[src/logic/cda_pkg.sv]
// Package of constants for the charger detect and accessory control block
// What this block does
// UART entry loads regulator level from power setting
// UART mode hides line state on data
// Charger detection works in low power mode
// Detect flag changes raise link interrupt event
// Detect flag low unless line state 00
// Link programs enables per device detect mode
// Link sets host port, no device attached
// Link adds source when host flag set
// Link keeps host charger, pulldowns for operation
// Link: line state 10 means unknown charger
// Link: line state 00/11 advances detection
// Link: clear flag means standard port
// Link: set flag means charger, advance
// Link: enhanced flag clear CDP, set DCP
// Link disables detection during USB data
// Weak pull-ups off while chip reset low
// Audio switches reset to disabled
// Audio switch follows its enable bit
// Audio switches off while chip reset low
// Single-ended receivers off in carkit mode
// Link confirms session valid before detection; the link model has no session valid input and follows its step alone
package cda_pkg;
    localparam int          REG_LEVEL_W    = 2;
    localparam logic [1:0]  LINE_SE0       = 2'h0;
    localparam logic [1:0]  REG_LEVEL_RST  = 2'h0;
    localparam logic [2:0]  AUDIO_EN_RST   = 3'h0;
    localparam int          SYNC_STAGES    = 2;
    localparam int          AUDIO_LEFT     = 0;
    localparam int          AUDIO_RIGHT    = 1;
    localparam int          AUDIO_MIC      = 2;
    typedef enum logic [2:0] {
        CDA_SYNC  = 3'b001,
        CDA_UART  = 3'b010,
        CDA_CKIT  = 3'b100
    } cda_mode_t;
endpackage

[src/logic/cda_sync_if.sv]
// Interface carrying one raw bit to its synchroniser and back
`timescale 1ns/100ps
interface cda_sync_if;
    logic raw;
    logic synced;
    modport owner (output raw, input synced);
    modport stage (input raw, output synced);
endinterface

[src/logic/cda_sync.sv]
// Two flip-flop synchroniser for one asynchronous level
`timescale 1ns/100ps
module cda_sync
    import cda_pkg::*;
(
    input  wire logic core_clk_in,
    input  wire logic rst_in,
    cda_sync_if.stage port
);
    logic [SYNC_STAGES-1:0] chain_ff;
    logic [SYNC_STAGES-1:0] nxt_chain;
    always_comb begin
        nxt_chain = {chain_ff[SYNC_STAGES-2:0], port.raw};
    end
    always_ff @(posedge core_clk_in or posedge rst_in) begin
        if (rst_in) begin
            chain_ff <= '0;
        end else begin
            chain_ff <= nxt_chain;
        end
    end
    assign port.synced = chain_ff[SYNC_STAGES-1];
endmodule

[src/logic/cda_ctrl.sv]
// Top of the charger detect and accessory control block
`timescale 1ns/100ps
module cda_ctrl
    import cda_pkg::*;
(
    input  wire logic                   core_clk_in,
    input  wire logic                   rst_in,
    input  wire logic                   chip_reset_n_in,
    input  wire logic                   low_power_sel_in,
    input  wire logic                   uart_req_in,
    input  wire logic                   carkit_req_in,
    input  wire logic [REG_LEVEL_W-1:0] uart_regulator_level_in,
    input  wire logic [REG_LEVEL_W-1:0] normal_regulator_level_in,
    input  wire logic [1:0]             line_state_in,
    input  wire logic                   data_voltage_comp_in,
    input  wire logic                   data_voltage_source_en_in,
    input  wire logic                   data_current_sink_en_in,
    input  wire logic                   contact_detect_en_in,
    input  wire logic                   host_charger_en_in,
    input  wire logic                   plus_line_pulldown_in,
    input  wire logic                   minus_line_pulldown_in,
    input  wire logic                   weak_pullup_plus_en_in,
    input  wire logic                   weak_pullup_minus_en_in,
    input  wire logic                   audio_en_we_in,
    input  wire logic [2:0]             audio_en_wdata_in,
    output logic                        data_voltage_detect_out,
    output logic                        detect_change_out,
    output logic [1:0]                  line_state_out,
    output logic                        line_state_valid_out,
    output logic [REG_LEVEL_W-1:0]      regulator_level_out,
    output logic                        data_voltage_source_out,
    output logic                        data_current_sink_out,
    output logic                        contact_detect_out,
    output logic                        host_charger_out,
    output logic                        plus_pulldown_out,
    output logic                        minus_pulldown_out,
    output logic                        weak_pullup_plus_out,
    output logic                        weak_pullup_minus_out,
    output logic                        left_speaker_switch_out,
    output logic                        right_speaker_switch_out,
    output logic                        microphone_switch_out,
    output logic                        se_receiver_en_out
);
    cda_sync_if s_rst ();
    cda_sync_if s_cmp ();
    cda_sync_if s_ls0 ();
    cda_sync_if s_ls1 ();
    assign s_rst.raw = chip_reset_n_in;
    assign s_cmp.raw = data_voltage_comp_in;
    assign s_ls0.raw = line_state_in[0];
    assign s_ls1.raw = line_state_in[1];
    cda_sync u_rst (.core_clk_in(core_clk_in), .rst_in(rst_in), .port(s_rst));
    cda_sync u_cmp (.core_clk_in(core_clk_in), .rst_in(rst_in), .port(s_cmp));
    cda_sync u_ls0 (.core_clk_in(core_clk_in), .rst_in(rst_in), .port(s_ls0));
    cda_sync u_ls1 (.core_clk_in(core_clk_in), .rst_in(rst_in), .port(s_ls1));

    logic                   chip_on;
    logic [1:0]             line_now;
    assign chip_on  = s_rst.synced;
    assign line_now = {s_ls1.synced, s_ls0.synced};

    cda_mode_t              mode_ff;
    cda_mode_t              nxt_mode;
    logic [REG_LEVEL_W-1:0] level_ff;
    logic [REG_LEVEL_W-1:0] nxt_level;
    logic                   detect_ff;
    logic                   nxt_detect;
    logic                   change_ff;
    logic                   nxt_change;
    logic [1:0]             line_ff;
    logic [1:0]             nxt_line;
    logic                   line_vld_ff;
    logic                   nxt_line_vld;
    logic [2:0]             audio_en_ff;
    logic [2:0]             nxt_audio_en;
    logic [2:0]             audio_sw_ff;
    logic [2:0]             nxt_audio_sw;
    logic [5:0]             chg_ff;
    logic [5:0]             nxt_chg;
    logic [1:0]             pull_ff;
    logic [1:0]             nxt_pull;
    logic                   se_ff;
    logic                   nxt_se;

    // Mode and regulator level
    always_comb begin
        nxt_mode  = mode_ff;
        nxt_level = level_ff;
        unique case (mode_ff)
            CDA_SYNC: begin
                if (carkit_req_in) begin
                    nxt_mode = CDA_CKIT;
                end else if (uart_req_in) begin
                    nxt_mode  = CDA_UART;
                    nxt_level = uart_regulator_level_in;
                end else begin
                    nxt_level = normal_regulator_level_in;
                end
            end
            CDA_UART: begin
                nxt_level = uart_regulator_level_in;
                if (!uart_req_in) begin
                    nxt_mode = CDA_SYNC;
                end
            end
            CDA_CKIT: begin
                if (!carkit_req_in) begin
                    nxt_mode = CDA_SYNC;
                end
            end
            default: begin
                nxt_mode = CDA_SYNC;
            end
        endcase
    end

    // Detection path; no gating by low power select, it stays live
    always_comb begin
        nxt_detect   = s_cmp.synced && (line_now == LINE_SE0);
        nxt_change   = nxt_detect != detect_ff;
        // Next mode, so line state is hidden from the entry cycle on
        nxt_line     = (nxt_mode == CDA_UART) ? 2'h0 : line_now;
        nxt_line_vld = (nxt_mode != CDA_UART);
        nxt_chg      = {data_voltage_source_en_in, data_current_sink_en_in,
                        contact_detect_en_in, host_charger_en_in,
                        plus_line_pulldown_in, minus_line_pulldown_in};
        nxt_pull     = chip_on ? {weak_pullup_plus_en_in,
                                  weak_pullup_minus_en_in} : 2'h0;
        nxt_se       = (nxt_mode != CDA_CKIT);
    end

    // Audio enables and switches
    always_comb begin
        nxt_audio_en = audio_en_we_in ? audio_en_wdata_in : audio_en_ff;
        // Chip reset low drops the supply, so the switch cannot conduct
        nxt_audio_sw = chip_on ? nxt_audio_en : 3'h0;
    end

    always_ff @(posedge core_clk_in or posedge rst_in) begin
        if (rst_in) begin
            mode_ff     <= CDA_SYNC;
            level_ff    <= REG_LEVEL_RST;
            detect_ff   <= 1'b0;
            change_ff   <= 1'b0;
            line_ff     <= 2'h0;
            line_vld_ff <= 1'b0;
            audio_en_ff <= AUDIO_EN_RST;
            audio_sw_ff <= 3'h0;
            chg_ff      <= 6'h0;
            pull_ff     <= 2'h0;
            se_ff       <= 1'b0;
        end else begin
            mode_ff     <= nxt_mode;
            level_ff    <= nxt_level;
            detect_ff   <= nxt_detect;
            change_ff   <= nxt_change;
            line_ff     <= nxt_line;
            line_vld_ff <= nxt_line_vld;
            audio_en_ff <= nxt_audio_en;
            audio_sw_ff <= nxt_audio_sw;
            chg_ff      <= nxt_chg;
            pull_ff     <= nxt_pull;
            se_ff       <= nxt_se;
        end
    end

    assign data_voltage_detect_out  = detect_ff;
    assign detect_change_out        = change_ff;
    assign line_state_out           = line_ff;
    assign line_state_valid_out     = line_vld_ff;
    assign regulator_level_out      = level_ff;
    assign data_voltage_source_out  = chg_ff[5];
    assign data_current_sink_out    = chg_ff[4];
    assign contact_detect_out       = chg_ff[3];
    assign host_charger_out         = chg_ff[2];
    assign plus_pulldown_out        = chg_ff[1];
    assign minus_pulldown_out       = chg_ff[0];
    assign weak_pullup_plus_out     = pull_ff[1];
    assign weak_pullup_minus_out    = pull_ff[0];
    assign left_speaker_switch_out  = audio_sw_ff[AUDIO_LEFT];
    assign right_speaker_switch_out = audio_sw_ff[AUDIO_RIGHT];
    assign microphone_switch_out    = audio_sw_ff[AUDIO_MIC];
    assign se_receiver_en_out       = se_ff;
endmodule

[config.mk]
export PLATFORM = sky130hd
export DESIGN_NAME = cda_ctrl
export DESIGN_NICKNAME = d
export VERILOG_FILES = /design/src/logic/cda_pkg.sv /design/src/logic/cda_sync_if.sv /design/src/logic/cda_sync.sv /design/src/logic/cda_ctrl.sv
export SDC_FILE = /design/constraint.sdc
export NUM_CORES = 1
export LEC_CHECK = 0
export ABC_AREA = 1
export BUFFER_PORTS_ARGS = -buffer_cell sky130_fd_sc_hd__buf_2
export CORE_UTILIZATION = 36
export DETAILED_ROUTE_END_ITERATION = 16
export GPL_TIMING_DRIVEN = 0
export PLACE_DENSITY_LB_ADDON = 0.3
export SETUP_SLACK_MARGIN = 0.5
export SYNTH_ARGS = -nofsm -noshare
export SYNTH_HDL_FRONTEND = slang
export SYNTH_SLANG_ARGS = --single-unit
[constraint.sdc]
create_clock -name core_clk_in -period 2.2 [get_ports core_clk_in]
set_input_delay 0.11 -clock core_clk_in [delete_from_list [all_inputs] [get_ports core_clk_in]]
set_output_delay 0.11 -clock core_clk_in [all_outputs]
set_load 0.05 [all_outputs]
Word level (Yosys, flattened, before mapping)

Index checks and enable logic that the tools add are counted.

$add $sub $neg: 0
Multiply operators: 0
Div/mod/pow operators: 0
Magnitude comparators: 0
Equality and inequality tests: 8
Shifts and indexed selects: 0
Multiplexer cells: 12
Bitwise logic cells: 0
Reduce and logical (&&, ||, !) cells: 4

Operators by type and width:

| kind                                                | count |
|---|---|
| two-way mux 3 bit                                   | 6 |
| case mux 3 bit (3 select lines)                     | 1 |
| two-way mux 2 bit                                   | 4 |
| equality test 3 x 2 -> 1 bit, second input constant | 2 |
| case mux 2 bit (2 select lines)                     | 1 |
| equality test 3 x 1 -> 1 bit, second input constant | 1 |
| equality test 3 bit, second input constant          | 1 |
| != test 3 x 2 -> 1 bit, second input constant       | 1 |
| != test 3 bit, second input constant                | 1 |
| logical NOT 2 bit                                   | 1 |
| != test 2 bit, second input constant                | 1 |
| AND reduction 2 bit                                 | 1 |
| nonzero test 2 bit                                  | 1 |
| logical AND 1 bit                                   | 1 |
| != test 1 bit                                       | 1 |

Register bits: 33
Bits in latches: 0
RAM bits: 0
Bits in read-only memories: 0
Output and inout port bits: 19
Word-level logic and storage cells: 39
Memories: 0

Logic depth before layout (Yosys ltp)

Depth after elaboration: 5
Mapped depth: 7
Gate-level depth less buffers: 7

By module

From an unflattened synthesis, not the netlist that was laid out.

Cell total of the unflattened synthesis: 109
Area, all modules: 1,159.9 um2

By module, submodules not included:

| module   | instances | cells an instance | area each (um2) | seq. area each (um2) |
|---|---|---|---|---|
| cda_ctrl | 1         | 97                | 944.7           | 626.9 |
| cda_sync | 4         | 3                 | 53.8            | 50.0 |

Least setup slack after synthesis

No wires, ideal clock.

Path type: register to register
Start point: register mode_ff[0]
End point: register line_ff[0] (netlist: line_state_out[0])
Arrival: 0.896 ns
Slack: 1.182 ns
Cell stages (with the launch flop): 4
Path buffers: 0
Clock period less this slack: 1.018 ns
Path through: dfstp_2 -> nand3_2 -> o21ai_2 -> nor2_1

RTL lines:

| what                                              | line            | text |
|---|---|---|
| start, declared                                   | cda_ctrl.sv:62  | `cda_mode_t mode_ff;` |
| start signal, assigned                            | cda_ctrl.sv:153 | `mode_ff <= nxt_mode;` |
| equality test 3 bit, or another cell as far along | cda_ctrl.sv:89  | `unique case (mode_ff)` |
| case mux 3 bit (3 select lines) (*)               | cda_ctrl.sv:89  |  |
| named net nxt_mode[1]                             | cda_ctrl.sv:63  | `cda_mode_t nxt_mode;` |
| equality test 3 x 2 -> 1 bit (*)                  | cda_ctrl.sv:122 | `nxt_line = (nxt_mode == CDA_UART) ? 2'h0 : line_now;` |
| two-way mux 2 bit (*)                             | cda_ctrl.sv:122 |  |
| named net nxt_line[0]                             | cda_ctrl.sv:71  | `logic [1:0] nxt_line;` |
| end signal, assigned                              | cda_ctrl.sv:157 | `line_ff <= nxt_line;` |
| end, declared                                     | cda_ctrl.sv:70  | `logic [1:0] line_ff;` |

The timed path passes the listed nets; every way through them passes the cells marked *.
A chain may end at the register's enable or synchronous reset.

Final worst setup path

Start point: register mode_ff[0]
End point: register line_vld_ff (netlist: line_state_valid_out)

RTL lines:

| what                                              | line            | text |
|---|---|---|
| equality test 3 bit, or another cell as far along | cda_ctrl.sv:89  |  |
| case mux 3 bit (3 select lines) (*)               | cda_ctrl.sv:89  |  |
| named net nxt_mode[1]                             | cda_ctrl.sv:63  |  |
| != test 3 x 2 -> 1 bit (*)                        | cda_ctrl.sv:123 | `nxt_line_vld = (nxt_mode != CDA_UART);` |
| named net nxt_line_vld                            | cda_ctrl.sv:73  | `logic nxt_line_vld;` |
| end signal, assigned                              | cda_ctrl.sv:158 | `line_vld_ff <= nxt_line_vld;` |
| end, declared                                     | cda_ctrl.sv:72  | `logic line_vld_ff;` |

Marks and branches as above.

==> results.py <==
metrics = {
    "job": {
        "maxCapViolCount": 0,
    },
    "clocking": {
        "clk_latency_ns": 0.32,
        "htreeDepth": 2,
        "root_buffer": "clkbuf_4",
        "cts_buffers": 5,
        "cts_setup_buffers": 0,
        "clkSinkCount": 33,
        "cts_tree": "built",
        "clk_pin_slew_ns": 0.09,
        "ctsResizeCount": 0,
        "clock_path_buffers": 2,
    },
    "power_and_ir_drop": {
        "intPower_mw": 1.03,
        "seqPwrFrac_pct": 46.1,
        "p_comb_share_pct": 31.5,
        "peakVddDrop_mv": 0.459,
        "p_leak_nw": 0.907,
        "netSwitchingFraction_pct": 37.2,
        "power_frac_clock_pct": 22.4,
        "switchingPower_uw": 609,
        "powerDensity_mw_per_mm2": 989,
    },
    "grt": {
        "top_usage_layer": "met2",
        "grt_overflow": 0,
        "grtUsageTotal_pct": 15.0,
        "met2_usage_pct": 27.6,
        "grt_pass1_wl_um": 3650,
        "grtUsageMet1_pct": 14.2,
        "grt_pass1_vias": 936,
        "antenna_found_initial": 0,
        "use_met3_pct": 4.62,
        "grt_max_degree": 34,
    },
    "finish": {
        "regArea_um2": 827,
        "multiInputGateArea_um2": 258,
        "final_common_cell": "buf_2",
        "nNetsFinal": 195,
        "areaGrowthSynthToFinish_pct": 44.8,
        "finish.instance_area_mm2": 0.00166,
        "drive_gt1_share_pct": 36.3,
        "final_cell_mix": "buf_2, dfrtp_1, nand2_1",
        "final.fill_count": 269,
        "antenna_cells": 0,
    },
    "worst_setup_path": {
        "worstPathMaxFanout": 6,
        "crit_chain": "nand3_2 -> o21ai_2 -> inv_1",
        "critical-path-top-delay-family": "flip-flops",
        "critPathBufInv": 1,
        "crit_arrival_ns": 1.34,
        "end_kind": "flip-flop",
        "required_ns": 2.41,
        "critPathKind": "reg -> reg",
        "critPathLaunchType": "flip-flop",
        "crit_slowest_cell": "dfstp_2",
        "critPathMaxStageDelay_ns": 0.61,
    },
    "floorplanning": {
        "core_mm2": 0.00303,
        "die_y_um": 58.4,
        "initial_core_util_pct": 37.8,
        "io_pins": 44,
        "die_w_um": 58.4,
        "dieArea_mm2": 0.00341,
        "row_count": 20,
    },
    "detailed_routing": {
        "drtPass1Iterations": 3,
        "wl_per_cell_um": 10.1,
        "via_per_inst": 4.24,
        "wirelength_um": 2180,
        "postRouteAntennaNets": 0,
        "drtIter0Drc": 38,
        "routed-via-count": 912,
        "drcViolationCount": 0,
    },
    "logic_synthesis": {
        "synth_nets": 130,
        "synth_seq_area_share_pct": 72.2,
        "synth_warnings": 0,
        "syn_area_mm2": 0.00114,
        "ys_types": 14,
        "yosys-top-cells-area": "dfrtp_1, nand2_1, inv_1",
        "yosysTopAreaCell": "dfrtp_1",
        "avgSynthCellArea_um2": 10.9,
        "ys_ff_latch": 33,
        "synth_top_area_share_pct": 69.9,
        "synthCells": 105,
    },
    "sta": {
        "final.min_clock_period_ns": 1.13,
        "fin_tns_setup_ns": 0,
        "fmax_mhz": 885,
        "rsz0062_at_grt": "no",
        "skew_ns": 0.00743,
        "fin_crit_sh_pct": 51.4,
        "hold_violations": 0,
        "setup_violations": 0,
        "maxSlewHeadroom_pct": 74.9,
        "slew_viol_final": 0,
        "max_slew.worst_pin.slew_ns": 0.376,
    },
    "placed_design": {
        "place_area_mm2": 0.00141,
        "dp_hpwl_um": 1450,
        "io_buffers": 42,
        "place_congestion": 0.782,
    },
    "run_status": {
        "status": "complete, no violations",
    },
    "min_path": {
        "worstHoldPathType": "in -> reg",
    },
}
## Yosys cell counts
cell / n
inv_1: 11
nor2_1: 5
o21ai_2: 1
o21ai_0: 1
nand3_1: 8
nand2_1: 31
inv_2: 5
dfstp_2: 1
xnor2_1: 1
nor2_2: 2
a21oi_1: 3
nand4_1: 2
nand3_2: 2
dfrtp_1: 32
## registers in the layout, summed over array words and instances, names as in the netlist, 3 cells and up
name	flops
chg_ff	6
audio_en_ff	3
audio_sw_ff	3
mode_ff	3
## per-layer routing
metal | routed length (um) | up-vias | part of all wire, %
met3 | 107 | 10 | 4.9
met1 | 825 | 418 | 38
met5 | 0 | - | 0
met4 | 66 | 0 | 3.0
li1 | - | 455 | -
met2 | 1180 | 29 | 54
## worst reg2reg max path, cell delays in order (launching register included)
cell	delay [ns]
dfstp_2	0.61
nand3_2	0.13
o21ai_2	0.22
inv_1	0.06
## worst paths after layout
path,startpoint,to,slack [ns],cells after the start
setup / recovery,mode_ff[0],line_state_valid_out,1.07,3
hold / removal,audio_en_wdata_in[1],audio_en_ff[1],0.01,3
setup reg to reg,mode_ff[0],line_state_valid_out,1.07,3
hold reg to reg,u_rst.chain_ff[0],u_rst.chain_ff[1],0.36,0
max in group asynchronous,rst_in,mode_ff[0],1.35,4
min in group asynchronous,rst_in,pull_ff[0],0.33,3
## through the flow
step | util, % | setup slack, ns | cells | total power, mW | hold slack [ns]
final | 54.8 | 1.07 | 215 | 1.64 | 0.0129
after global routing | 54.8 | 0.997 | 215 | 1.75 | 0.0316
after CTS | 53.2 | 1.07 | 212 | 1.65 | 0.00150
after detailed placement | 46.6 | 0.958 | 191 | 1.26 | 0.219
after global placement | 46.6 | 1.02 | 191 | 1.24 | 0.218
after floorplan | - | 1.18 | 105 | 1.14 | 0.141
## cell families (layout without fill, tap and decap cells)
group / count (synthesis) / count (layout) / share of synthesized area [%]
flip-flops: 33 / 33 / 72.2
XOR/XNOR: 1 / 1 / 0.765
buffers and inverters: 16 / 82 / 5.25
AO/OA/AOI/OAI: 5 / 5 / 2.51
AND/OR/NAND/NOR: 50 / 50 / 19.2
## what timing repair did
action	CTS	global route
endpoints found under the setup margin	0	0
endpoints found under the hold margin	13	8
hold buffers	13	2
## power by group through the flow
stage,Combinational (mW),Clock (mW),Sequential (mW)
after floorplan,0.192,0,0.944
after global placement,0.480,0,0.763
after detailed placement,0.491,0,0.767
after CTS,0.509,0.387,0.755
after global routing,0.564,0.414,0.768
final,0.516,0.367,0.756
## final cells by class
| cell class | count | area share [%] |
|---|---|---|
| clock buffers | 7 | 3.92 |
| clock inverters | 1 | 0.302 |
| inverters | 16 | 3.62 |
| multi-input cells | 56 | 15.5 |
| flip-flops and latches | 33 | 49.9 |
| well taps | 44 | 3.32 |
| repair buffers | 58 | 23.4 |
No activity file was read; power rests on OpenSTA's default activity.
